<file path="src/hw/cmc_consts.svh">
// register offsets, field positions, reset values and timing counts
`ifndef CMC_CONSTS_SVH
`define CMC_CONSTS_SVH
`define CMC_CFG_OFS       8'h6C
`define CMC_STATUS_OFS    8'h70
`define CMC_CFG_IDX       6'h1B
`define CMC_STATUS_IDX    6'h1C
`define CMC_CFG_RST       32'h0000_0000
`define CMC_CFG_MASK      32'h000F_FFFF
`define CMC_TOFF_LSB      0
`define CMC_HSTRT_LSB     4
`define CMC_HEND_LSB      7
`define CMC_FD3_POS       11
`define CMC_DISFDCC_POS   12
`define CMC_RNDTF_POS     13
`define CMC_CHM_POS       14
`define CMC_TBL_LSB       15
`define CMC_VSENSE_POS    17
`define CMC_VHIGHFS_POS   18
`define CMC_VHIGHCHM_POS  19
`define CMC_BLANK_0       6'h10
`define CMC_BLANK_1       6'h18
`define CMC_BLANK_2       6'h24
`define CMC_BLANK_3       6'h36
`define CMC_TOFF_BASE     11'h00C
`define CMC_TOFF_SHIFT    5
`define CMC_TFD_SHIFT     5
`define CMC_RND_DOWN      11'h00C
`define CMC_RND_UP        11'h003
`define CMC_LFSR_SEED     8'hA5
`endif

</file>
<file path="src/hw/cmc_pkg.sv">
// types shared by the chopper configuration block
`default_nettype none
package cmc_pkg;
  typedef enum logic [1:0] {PH_OFF, PH_ON, PH_FAST, PH_SLOW} cmc_phase_t;
  typedef struct packed {
    logic       hv_chopper;
    logic       hv_fullstep;
    logic       sense_hi;
    logic [1:0] blank_sel;
    logic       const_off;
    logic       rnd_off;
    logic       fd_cmp_dis;
    logic       fast_decay_time_msb;
    logic [3:0] hyst_end;
    logic [2:0] hyst_start;
    logic [3:0] off_time;
  } cmc_cfg_t;
endpackage : cmc_pkg
`default_nettype wire

</file>
<file path="src/hw/cmc_chopper.sv">
// chopper configuration register and chopper phase sequencer
//
// The AHB-Lite slave port and the placing of the registers were chosen for this implementation.
`include "cmc_consts.svh"
`default_nettype none
// Summary of operation
// - high velocity forces constant off-time, msb zero
// - high velocity chopper doubles the off-time field, 12 plus 64 times field
// - fullstep above threshold, switching at 45 degrees
// - fullstep target is the 45 degree entry
// - sense bit selects high or low sensitivity
// - blank time 16, 24, 36 or 54 clocks
// - mode bit 0 runs hysteresis chopper
// - mode bit 1 adds fast decay after on
// - negative current comparator ends fast decay early
// - disable bit runs fast decay full length
// - random bit 0 keeps exact off-time
// - random bit 1 adds -12 to +3 clocks
// - off-time is 12 plus 32 times field
// - off-time field zero switches bridges off
module cmc_chopper (
  input  wire logic                hclk,
  input  wire logic                hresetn,
  input  wire logic                hsel,
  input  wire logic [31:0]         haddr,
  input  wire logic [1:0]          htrans,
  input  wire logic                hwrite,
  input  wire logic [2:0]          hsize,
  input  wire logic [31:0]         hwdata,
  input  wire logic                hready,
  output logic                     hreadyout,
  output logic                     hresp,
  output logic [31:0]              hrdata,
  input  wire logic                upper_velocity_threshold_hit,
  input  wire logic                ustep_at_45,
  input  wire logic [7:0]          ustep_current,
  input  wire logic [7:0]          ustep_current_45,
  input  wire logic                coil_peak_cmp,
  input  wire logic                coil_neg_cmp,
  output cmc_pkg::cmc_phase_t      chop_phase,
  output logic                     bridge_enable,
  output logic                     sense_high,
  output logic                     fullstep_active,
  output logic [7:0]               coil_target
);

  // ----------------------------------------------------------------
  // helpers
  // ----------------------------------------------------------------
  function automatic cmc_pkg::cmc_cfg_t to_cfg(input logic [31:0] r);
    cmc_pkg::cmc_cfg_t c;
    c.hv_chopper          = r[`CMC_VHIGHCHM_POS];
    c.hv_fullstep         = r[`CMC_VHIGHFS_POS];
    c.sense_hi            = r[`CMC_VSENSE_POS];
    c.blank_sel           = r[`CMC_TBL_LSB +: 2];
    c.const_off           = r[`CMC_CHM_POS];
    c.rnd_off             = r[`CMC_RNDTF_POS];
    c.fd_cmp_dis          = r[`CMC_DISFDCC_POS];
    c.fast_decay_time_msb = r[`CMC_FD3_POS];
    c.hyst_end            = r[`CMC_HEND_LSB +: 4];
    c.hyst_start          = r[`CMC_HSTRT_LSB +: 3];
    c.off_time            = r[`CMC_TOFF_LSB +: 4];
    return c;
  endfunction : to_cfg

  // blank interval per code
  function automatic logic [5:0] blank_len(input logic [1:0] s);
    case (s)
      2'h0:    return `CMC_BLANK_0;
      2'h1:    return `CMC_BLANK_1;
      2'h2:    return `CMC_BLANK_2;
      default: return `CMC_BLANK_3;
    endcase
  endfunction : blank_len

  // slow decay length before any random offset
  function automatic logic [10:0] off_base(input logic [3:0] t, input logic dbl);
    logic [10:0] te;
    te = dbl ? {6'h00, t, 1'b0} : {7'h00, t};
    return `CMC_TOFF_BASE + (te << `CMC_TOFF_SHIFT);
  endfunction : off_base

  // ----------------------------------------------------------------
  // bus slave
  // ----------------------------------------------------------------
  logic [31:0]         cfg_word;
  cmc_pkg::cmc_cfg_t   cfg;
  logic                dp_write;
  logic [5:0]          dp_idx;
  logic                take;
  logic [3:0]          status;

  assign cfg       = to_cfg(cfg_word);
  assign take      = hsel & hready & htrans[1];
  assign hreadyout = 1'b1;
  assign hresp     = 1'b0;

  // address phase capture; zero wait states
  always_ff @(posedge hclk or negedge hresetn) begin
    if (!hresetn) begin
      dp_write <= 1'b0;
      dp_idx   <= 6'h00;
    end else begin
      dp_write <= take & hwrite & (hsize == 3'h2);
      dp_idx   <= haddr[7:2];
    end
  end

  // configuration word, reserved bits held at zero
  always_ff @(posedge hclk or negedge hresetn) begin
    if (!hresetn) begin
      cfg_word <= `CMC_CFG_RST;
    end else if (dp_write && dp_idx == `CMC_CFG_IDX) begin
      cfg_word <= hwdata & `CMC_CFG_MASK;
    end
  end

  // read data; a write still in its data phase is forwarded
  always_ff @(posedge hclk or negedge hresetn) begin
    if (!hresetn) begin
      hrdata <= 32'h0000_0000;
    end else if (take && !hwrite) begin
      if (haddr[7:2] == `CMC_CFG_IDX) begin
        hrdata <= (dp_write && dp_idx == haddr[7:2]) ?
                  (hwdata & `CMC_CFG_MASK) : cfg_word;
      end else if (haddr[7:2] == `CMC_STATUS_IDX) begin
        hrdata <= {28'h000_0000, status};
      end else begin
        hrdata <= 32'h0000_0000;
      end
    end
  end

  // ----------------------------------------------------------------
  // comparator inputs
  // ----------------------------------------------------------------
  logic [2:0] pk_sync;
  logic [2:0] ng_sync;
  logic       peak_cmp;
  logic       neg_cmp;

  // analog comparators are asynchronous; a level counts once stages agree
  always_ff @(posedge hclk or negedge hresetn) begin
    if (!hresetn) begin
      pk_sync  <= 3'h0;
      ng_sync  <= 3'h0;
      peak_cmp <= 1'b0;
      neg_cmp  <= 1'b0;
    end else begin
      pk_sync <= {pk_sync[1:0], coil_peak_cmp};
      ng_sync <= {ng_sync[1:0], coil_neg_cmp};
      if (pk_sync[1] == pk_sync[2]) peak_cmp <= pk_sync[2];
      if (ng_sync[1] == ng_sync[2]) neg_cmp <= ng_sync[2];
    end
  end

  // ----------------------------------------------------------------
  // mode derivation
  // ----------------------------------------------------------------
  logic       hv_chop;
  logic       chm_eff;
  logic [3:0] tfd_eff;
  logic       drv_off;

  assign hv_chop = cfg.hv_chopper & upper_velocity_threshold_hit;
  assign chm_eff = cfg.const_off | hv_chop;
  assign tfd_eff = {cfg.fast_decay_time_msb & ~hv_chop, cfg.hyst_start};
  assign drv_off = (cfg.off_time == 4'h0);

  // ----------------------------------------------------------------
  // chopper sequencer
  // ----------------------------------------------------------------
  cmc_pkg::cmc_phase_t phase;
  cmc_pkg::cmc_phase_t next_phase;
  logic [10:0]         tmr;
  logic [5:0]          blank_cnt;
  logic                blanked;
  logic [7:0]          lfsr;
  logic [10:0]         slow_len;
  logic [10:0]         fast_len;

  assign chop_phase = phase;
  assign blanked    = (blank_cnt != 6'h00);
  assign fast_len   = {2'h0, tfd_eff, 5'h00};
  // slow length: the offset spans base-12 .. base+3
  assign slow_len   = cfg.rnd_off ?
                      off_base(cfg.off_time, hv_chop) + {7'h00, lfsr[3:0]} - `CMC_RND_DOWN :
                      off_base(cfg.off_time, hv_chop);

  // phase transitions
  always_comb begin
    next_phase = phase;
    if (drv_off) begin
      next_phase = cmc_pkg::PH_OFF;
    end else begin
      case (phase)
        cmc_pkg::PH_OFF: next_phase = cmc_pkg::PH_ON;
        cmc_pkg::PH_ON: begin
          // comparator is ignored while the switching spike settles
          if (peak_cmp && !blanked) begin
            if (chm_eff && tfd_eff != 4'h0) next_phase = cmc_pkg::PH_FAST;
            else next_phase = cmc_pkg::PH_SLOW;
          end
        end
        cmc_pkg::PH_FAST: begin
          if (tmr == 11'h000) next_phase = cmc_pkg::PH_SLOW;
          else if (neg_cmp && !blanked && !cfg.fd_cmp_dis)
            next_phase = cmc_pkg::PH_SLOW;
        end
        cmc_pkg::PH_SLOW: begin
          if (tmr == 11'h000) next_phase = cmc_pkg::PH_ON;
        end
        default: next_phase = cmc_pkg::PH_OFF;
      endcase
    end
  end

  // phase register and bridge enable
  always_ff @(posedge hclk or negedge hresetn) begin
    if (!hresetn) begin
      phase         <= cmc_pkg::PH_OFF;
      bridge_enable <= 1'b0;
    end else begin
      phase         <= next_phase;
      bridge_enable <= (next_phase != cmc_pkg::PH_OFF);
    end
  end

  // decay timer, loaded with length-1 so a phase lasts length cycles
  always_ff @(posedge hclk or negedge hresetn) begin
    if (!hresetn) begin
      tmr <= 11'h000;
    end else if (next_phase != phase && next_phase == cmc_pkg::PH_FAST) begin
      tmr <= fast_len - 11'h001;
    end else if (next_phase != phase && next_phase == cmc_pkg::PH_SLOW) begin
      tmr <= slow_len - 11'h001;
    end else if (tmr != 11'h000) begin
      tmr <= tmr - 11'h001;
    end
  end

  // blanking after every switching event
  always_ff @(posedge hclk or negedge hresetn) begin
    if (!hresetn) begin
      blank_cnt <= 6'h00;
    end else if (next_phase != phase) begin
      blank_cnt <= blank_len(cfg.blank_sel);
    end else if (blanked) begin
      blank_cnt <= blank_cnt - 6'h01;
    end
  end

  // random source, stepped once per slow phase
  always_ff @(posedge hclk or negedge hresetn) begin
    if (!hresetn) begin
      lfsr <= `CMC_LFSR_SEED;
    end else if (next_phase != phase && next_phase == cmc_pkg::PH_SLOW) begin
      lfsr <= {lfsr[6:0], lfsr[7] ^ lfsr[5] ^ lfsr[4] ^ lfsr[3]};
    end
  end

  // ----------------------------------------------------------------
  // fullstep and current target
  // ----------------------------------------------------------------
  // changeover only at 45 degrees, so the coil current does not jump
  always_ff @(posedge hclk or negedge hresetn) begin
    if (!hresetn) begin
      fullstep_active <= 1'b0;
    end else if (ustep_at_45) begin
      fullstep_active <= cfg.hv_fullstep & upper_velocity_threshold_hit;
    end
  end

  // target current and sense range
  always_ff @(posedge hclk or negedge hresetn) begin
    if (!hresetn) begin
      coil_target <= 8'h00;
      sense_high  <= 1'b0;
    end else begin
      coil_target <= fullstep_active ? ustep_current_45 : ustep_current;
      sense_high  <= cfg.sense_hi;
    end
  end

  assign status = {fullstep_active, hv_chop, phase};

  // ----------------------------------------------------------------
  // checks
  // ----------------------------------------------------------------
  logic [10:0] slow_cnt;
  logic [10:0] slow_exp;
  logic        slow_rnd;

  // measures each slow phase against the base length, before any random offset, computed at its entry
  always_ff @(posedge hclk or negedge hresetn) begin
    if (!hresetn) begin
      slow_cnt <= 11'h000;
      slow_exp <= 11'h000;
      slow_rnd <= 1'b0;
    end else if (next_phase == cmc_pkg::PH_SLOW && phase != cmc_pkg::PH_SLOW) begin
      slow_cnt <= 11'h001;
      slow_exp <= off_base(cfg.off_time, hv_chop);
      slow_rnd <= cfg.rnd_off;
    end else if (phase == cmc_pkg::PH_SLOW) begin
      slow_cnt <= slow_cnt + 11'h001;
    end
  end
endmodule : cmc_chopper
`default_nettype wire

</file>
<file path="config.mk">
export PLATFORM = sky130hd
export DESIGN_NAME = cmc_chopper
export DESIGN_NICKNAME = d
export VERILOG_FILES = /design/src/hw/cmc_pkg.sv /design/src/hw/cmc_chopper.sv
export VERILOG_INCLUDE_DIRS = /design/src /design/src/hw
export SDC_FILE = /design/constraint.sdc
export NUM_CORES = 1
export LEC_CHECK = 0
export BUFFER_PORTS_ARGS = -buffer_cell sky130_fd_sc_hd__buf_2
export CELL_PAD_IN_SITES_DETAIL_PLACEMENT = 0
export CELL_PAD_IN_SITES_GLOBAL_PLACEMENT = 1
export CORE_MARGIN = 2
export CORE_UTILIZATION = 35
export CTS_CLUSTER_SIZE = 25
export DETAILED_ROUTE_END_ITERATION = 10
export GPL_ROUTABILITY_DRIVEN = 0
export PLACE_DENSITY_LB_ADDON = 0.1
export REMOVE_ABC_BUFFERS = 1
export SYNTH_ARGS = -nofsm -noshare
export SYNTH_HDL_FRONTEND = slang
export SYNTH_SLANG_ARGS = --single-unit
</file>
<file path="constraint.sdc">
create_clock -name hclk -period 2.94 [get_ports hclk]
set_input_delay 0.147 -clock hclk [delete_from_list [all_inputs] [get_ports hclk]]
set_output_delay 0.147 -clock hclk [all_outputs]
set_load 0.01 [all_outputs]
</file>
==> run summary <==
buffer type at the clock tree root = sky130_fd_sc_hd__clkbuf_16
Vert. Die Dim = 119 um
Hold Crit Endpoint = coil_target[0]
initial core utilization = 35.4%
maximum buffer depth of the clock tree = 2
worst min-delay path category = in -> reg
wire length of the first global-routing pass = 18900 um
Highest Clock Rate = 356 MHz
critical path data arrival time = 3.09 ns
count of antenna diodes in the layout = 0
Min-Delay Path Depth = 2
CTS tree = done
die boundary width = 119 um
per-cell routed wire length = 15.0 um
max-slew violation count = 0
remaining design rule violation count = 0
Worst slew margin = 44.7%
top flip-flop cell by instance count after synthesis = sky130_fd_sc_hd__dfrtp_1
required time of the worst setup path = 3.22 ns
met1 GRT Util = 22.5%
worst clock skew = 0.00498 ns
post-route insts no fill = 761
die area = 0.0142 mm2
via count = 3675
number of clock sinks seen by CTS = 93
xor-xnor portion of the synthesized cell area = 4.16%
cell count after placement = 731
most utilized layer in the global route result = met2
antenna-violating nets left = 0
reg2reg path depth = 14
Multi-input gate area = 0.00234 mm2
count of port buffers added during placement = 87
min Tclk post-route = 2.81 ns
row cnt = 42
startpoint of the lowest-slack hold path = ustep_current_45[0]
Synth async-reset ratio = 100%
dominant combinational cell family by area after synthesis = simple AND/OR/NAND/NOR gates
signed area change from the synthesized netlist to the final layout = 33.9%
via/cell ratio = 4.83
io pins = 141
worst flop-to-flop path endpoint = tmr[4]
Sequential Area = 0.00233 mm2
complex-gate fraction of the synthesized area = 10.1%
total power divided by cell area = 595 mW/mm2
Worst-Margin Slew = 0.818 ns
critical path launch point type = flip-flop
fin crit share = 95.5%
Floorplan Core Area = 0.0131 mm2
post-synthesis register bit count = 93
depth of the CTS H-tree = 3
reg-to-reg setup timing slack = 0.13 ns
grt total ovfl = 0
count of filler cells inserted in the layout = 1220
Seq/Total Area, Yosys = 50.4%
number of endpoints with negative hold slack in the final report = 0
detailed-route wire length = 11500 um
source of the worst register-to-register timing path = tmr[10]
critical path type = reg -> reg
area share of fa/ha/maj cells after synthesis = 1.51%
Clk Latency, worst-skew pair = 0.35 ns
mean instance size in the synthesized netlist = 10.7 um2
maximum number of pins on one net before global-route repair = 54
worst-case vdd ir drop = 0.295 mV
post-synthesis instance total = 434
synthesized cell area = 0.00463 mm2
number of global-route vias before repair = 3766
hpwl dp = 7980 um
simple-gate portion of the synthesized area = 16.0%
total power after layout = 3690 uW
Max Cap Violations = 0
multiplexer area fraction after synthesis = 12.9%
number of antenna violations at the first check in global routing = 0
global routing met3 resource utilization = 3.35%
detailed router's first-iteration violation count = 115
synthesis warning total = 0
total of endpoints with negative setup slack in the final report = 0
run status = complete, no violations
LEAKAGE = 0.00286 uW
GR met2 Demand/Resource = 27.2%
kind of end point of the critical path = flip-flop
Layout Nets = 679
CP max FO = 3
Worst-path clk slew = 0.07 ns
Netlist cell types = 65
overall routing resource usage = 17.0%
Initial DRT Pass Iterations = 4
proportion of layout cells with a drive suffix above 1 = 40.5%
cts bufs inserted = 9
number of enable-type register cells in the synthesized netlist = 0
[worst max-delay path by stage]
stage | slack (ns) | endpoint | start | cells past startpoint
floorplan | -1.14 | hrdata[1] | dp_idx[1] | 5
global placement | -0.15 | tmr[8] | cfg_word[19] | 13
detailed placement | -0.20 | tmr[8] | cfg_word[19] | 13
CTS | 0.0003 | tmr[8] | blank_cnt[0] | 15
global route | -0.02 | tmr[4] | tmr[10] | 14
finish | 0.13 | tmr[4] | tmr[10] | 14
[cells in the final DEF (no fill, tap or decap), types with 3 or more instances in the layout]
master,synthesis,routed
sky130_fd_sc_hd__and3_1,5,3
sky130_fd_sc_hd__clkbuf_16,0,9
sky130_fd_sc_hd__o22ai_1,4,3
sky130_fd_sc_hd__buf_4,14,60
sky130_fd_sc_hd__o21ai_0,34,32
sky130_fd_sc_hd__and3_4,1,3
sky130_fd_sc_hd__xnor2_1,18,17
sky130_fd_sc_hd__dfstp_2,4,4
sky130_fd_sc_hd__clkinv_2,0,3
sky130_fd_sc_hd__inv_1,9,7
sky130_fd_sc_hd__mux2_2,28,26
sky130_fd_sc_hd__xor2_1,4,4
sky130_fd_sc_hd__nor3_4,1,3
sky130_fd_sc_hd__nor2_1,14,12
sky130_fd_sc_hd__dfrtp_1,89,89
sky130_fd_sc_hd__buf_2,6,86
sky130_fd_sc_hd__nor3_1,12,8
sky130_fd_sc_hd__dlygate4sd3_1,0,10
sky130_fd_sc_hd__nor4_2,2,4
sky130_fd_sc_hd__a2bb2oi_1,4,4
sky130_fd_sc_hd__nand2_1,61,59
sky130_fd_sc_hd__conb_1,2,14
sky130_fd_sc_hd__nor3_2,2,4
sky130_fd_sc_hd__a21oi_1,8,7
sky130_fd_sc_hd__nand3_1,9,8
sky130_fd_sc_hd__mux2i_1,26,26
[cells by family (layout without fill, tap and decap cells)]
| group | after synthesis | in the layout |
|---|---|---|
| simple gates | 140 | 140 |
| flops | 93 | 93 |
| compound gates | 73 | 73 |
| mux | 56 | 56 |
| buf+inv | 42 | 181 |
| xor+xnor | 22 | 22 |
| fa+ha+maj | 6 | 6 |
| other cells | 2 | 14 |
[synthesized netlist by cell type (all sizes together), types with 3 or more instances]
| library cell | number | share of area, % |
|---|---|---|
| a21oi | 8 | 0.87 |
| dfstp | 4 | 2.3 |
| mux2i | 26 | 5.6 |
| xnor2 | 18 | 3.4 |
| inv | 9 | 0.73 |
| nand2b | 3 | 0.41 |
| o22ai | 4 | 0.54 |
| o21ai | 35 | 3.8 |
| nor4 | 7 | 1.5 |
| a211oi | 3 | 0.49 |
| nand3 | 9 | 0.97 |
| ha | 4 | 1.1 |
| nor3 | 15 | 2.1 |
| xor2 | 4 | 0.76 |
| and3 | 6 | 0.92 |
| dfrtp | 89 | 48 |
| mux2 | 30 | 7.3 |
| or2 | 3 | 0.41 |
| nor2 | 15 | 1.3 |
| and2 | 4 | 0.54 |
| nor2b | 3 | 0.41 |
| a2bb2oi | 4 | 0.76 |
| buf | 21 | 3.0 |
| nand2 | 61 | 4.9 |
| clkbuf | 12 | 0.97 |
[per-layer routing]
layer  vias up  routed length, um
met5         -                  0
met4         0                165
met3        10                477
met2        81               5530
met1      1791               5280
li1       1793                  -
[stage by stage]
step / util [%] / instance area (um2) / setup slack (ns) / TNS [ns] / hold slack, ns
after floorplan: - / 4490 / -1.14 / -22.42 / -0.149
after global placement: 42.6 / 5570 / -0.146 / -0.256 / 0.256
after detailed placement: 42.6 / 5570 / -0.199 / -0.402 / 0.251
after CTS: 46.3 / 6050 / 0.000270 / 0 / 0.0177
after global routing: 47.4 / 6200 / -0.0237 / -0.0237 / 0.0276
final: 47.4 / 6200 / 0.133 / 0 / 0.0295
[flip-flops by register name (all words and copies together), names as in the netlist]
register / cells
blank_cnt: 6
bridge_enable: 1
cfg_word: 20
chop_phase: 2
coil_target: 8
dp_idx: 6
dp_write: 1
fullstep_active: 1
hrdata: 20
lfsr: 8
neg_cmp: 1
ng_sync: 3
peak_cmp: 1
pk_sync: 3
sense_high: 1
tmr: 11
[critical path: stages (launching register included)]
cell	delay (ns)
sky130_fd_sc_hd__dfrtp_1	0.40
sky130_fd_sc_hd__nor4_2	0.30
sky130_fd_sc_hd__buf_4	0.16
sky130_fd_sc_hd__and3_4	0.19
sky130_fd_sc_hd__buf_6	0.09
sky130_fd_sc_hd__o211ai_1	0.12
sky130_fd_sc_hd__nor2_2	0.19
sky130_fd_sc_hd__and3_4	0.24
sky130_fd_sc_hd__nor2_4	0.05
sky130_fd_sc_hd__ha_4	0.16
sky130_fd_sc_hd__nor3b_4	0.16
sky130_fd_sc_hd__buf_4	0.16
sky130_fd_sc_hd__xnor2_2	0.12
sky130_fd_sc_hd__mux2_4	0.27
sky130_fd_sc_hd__o21ai_2	0.12
[where the power goes]
group          switching (uW)  internal [uW]  leakage, uW
combinational             425            557      0.00154
clock                     500            651     0.000138
sequential                136           1420      0.00119
total                    1060           2630      0.00286
[what timing repair did]
| action | 4_1_cts | 5_1_grt |
|---|---|---|
| setup buffers | 4 | 3 |
| endpoints found under the hold margin | 60 | 0 |
| hold buffers | 10 | 0 |
| setup endpoints to repair | 4 | 4 |
| pin swaps | 9 | 13 |
| gates resized for setup | 14 | 30 |
[final cells by class]
type                       instances  area share [%]
tap                              176            3.55
sequential                        93            37.6
multi-input combinational        311            37.7
clock buffer                      10            3.69
clock inverter                     5           0.848
timing repair buffer             157            16.0
inverter                           9           0.545
(Power assumes the default switching activity.)
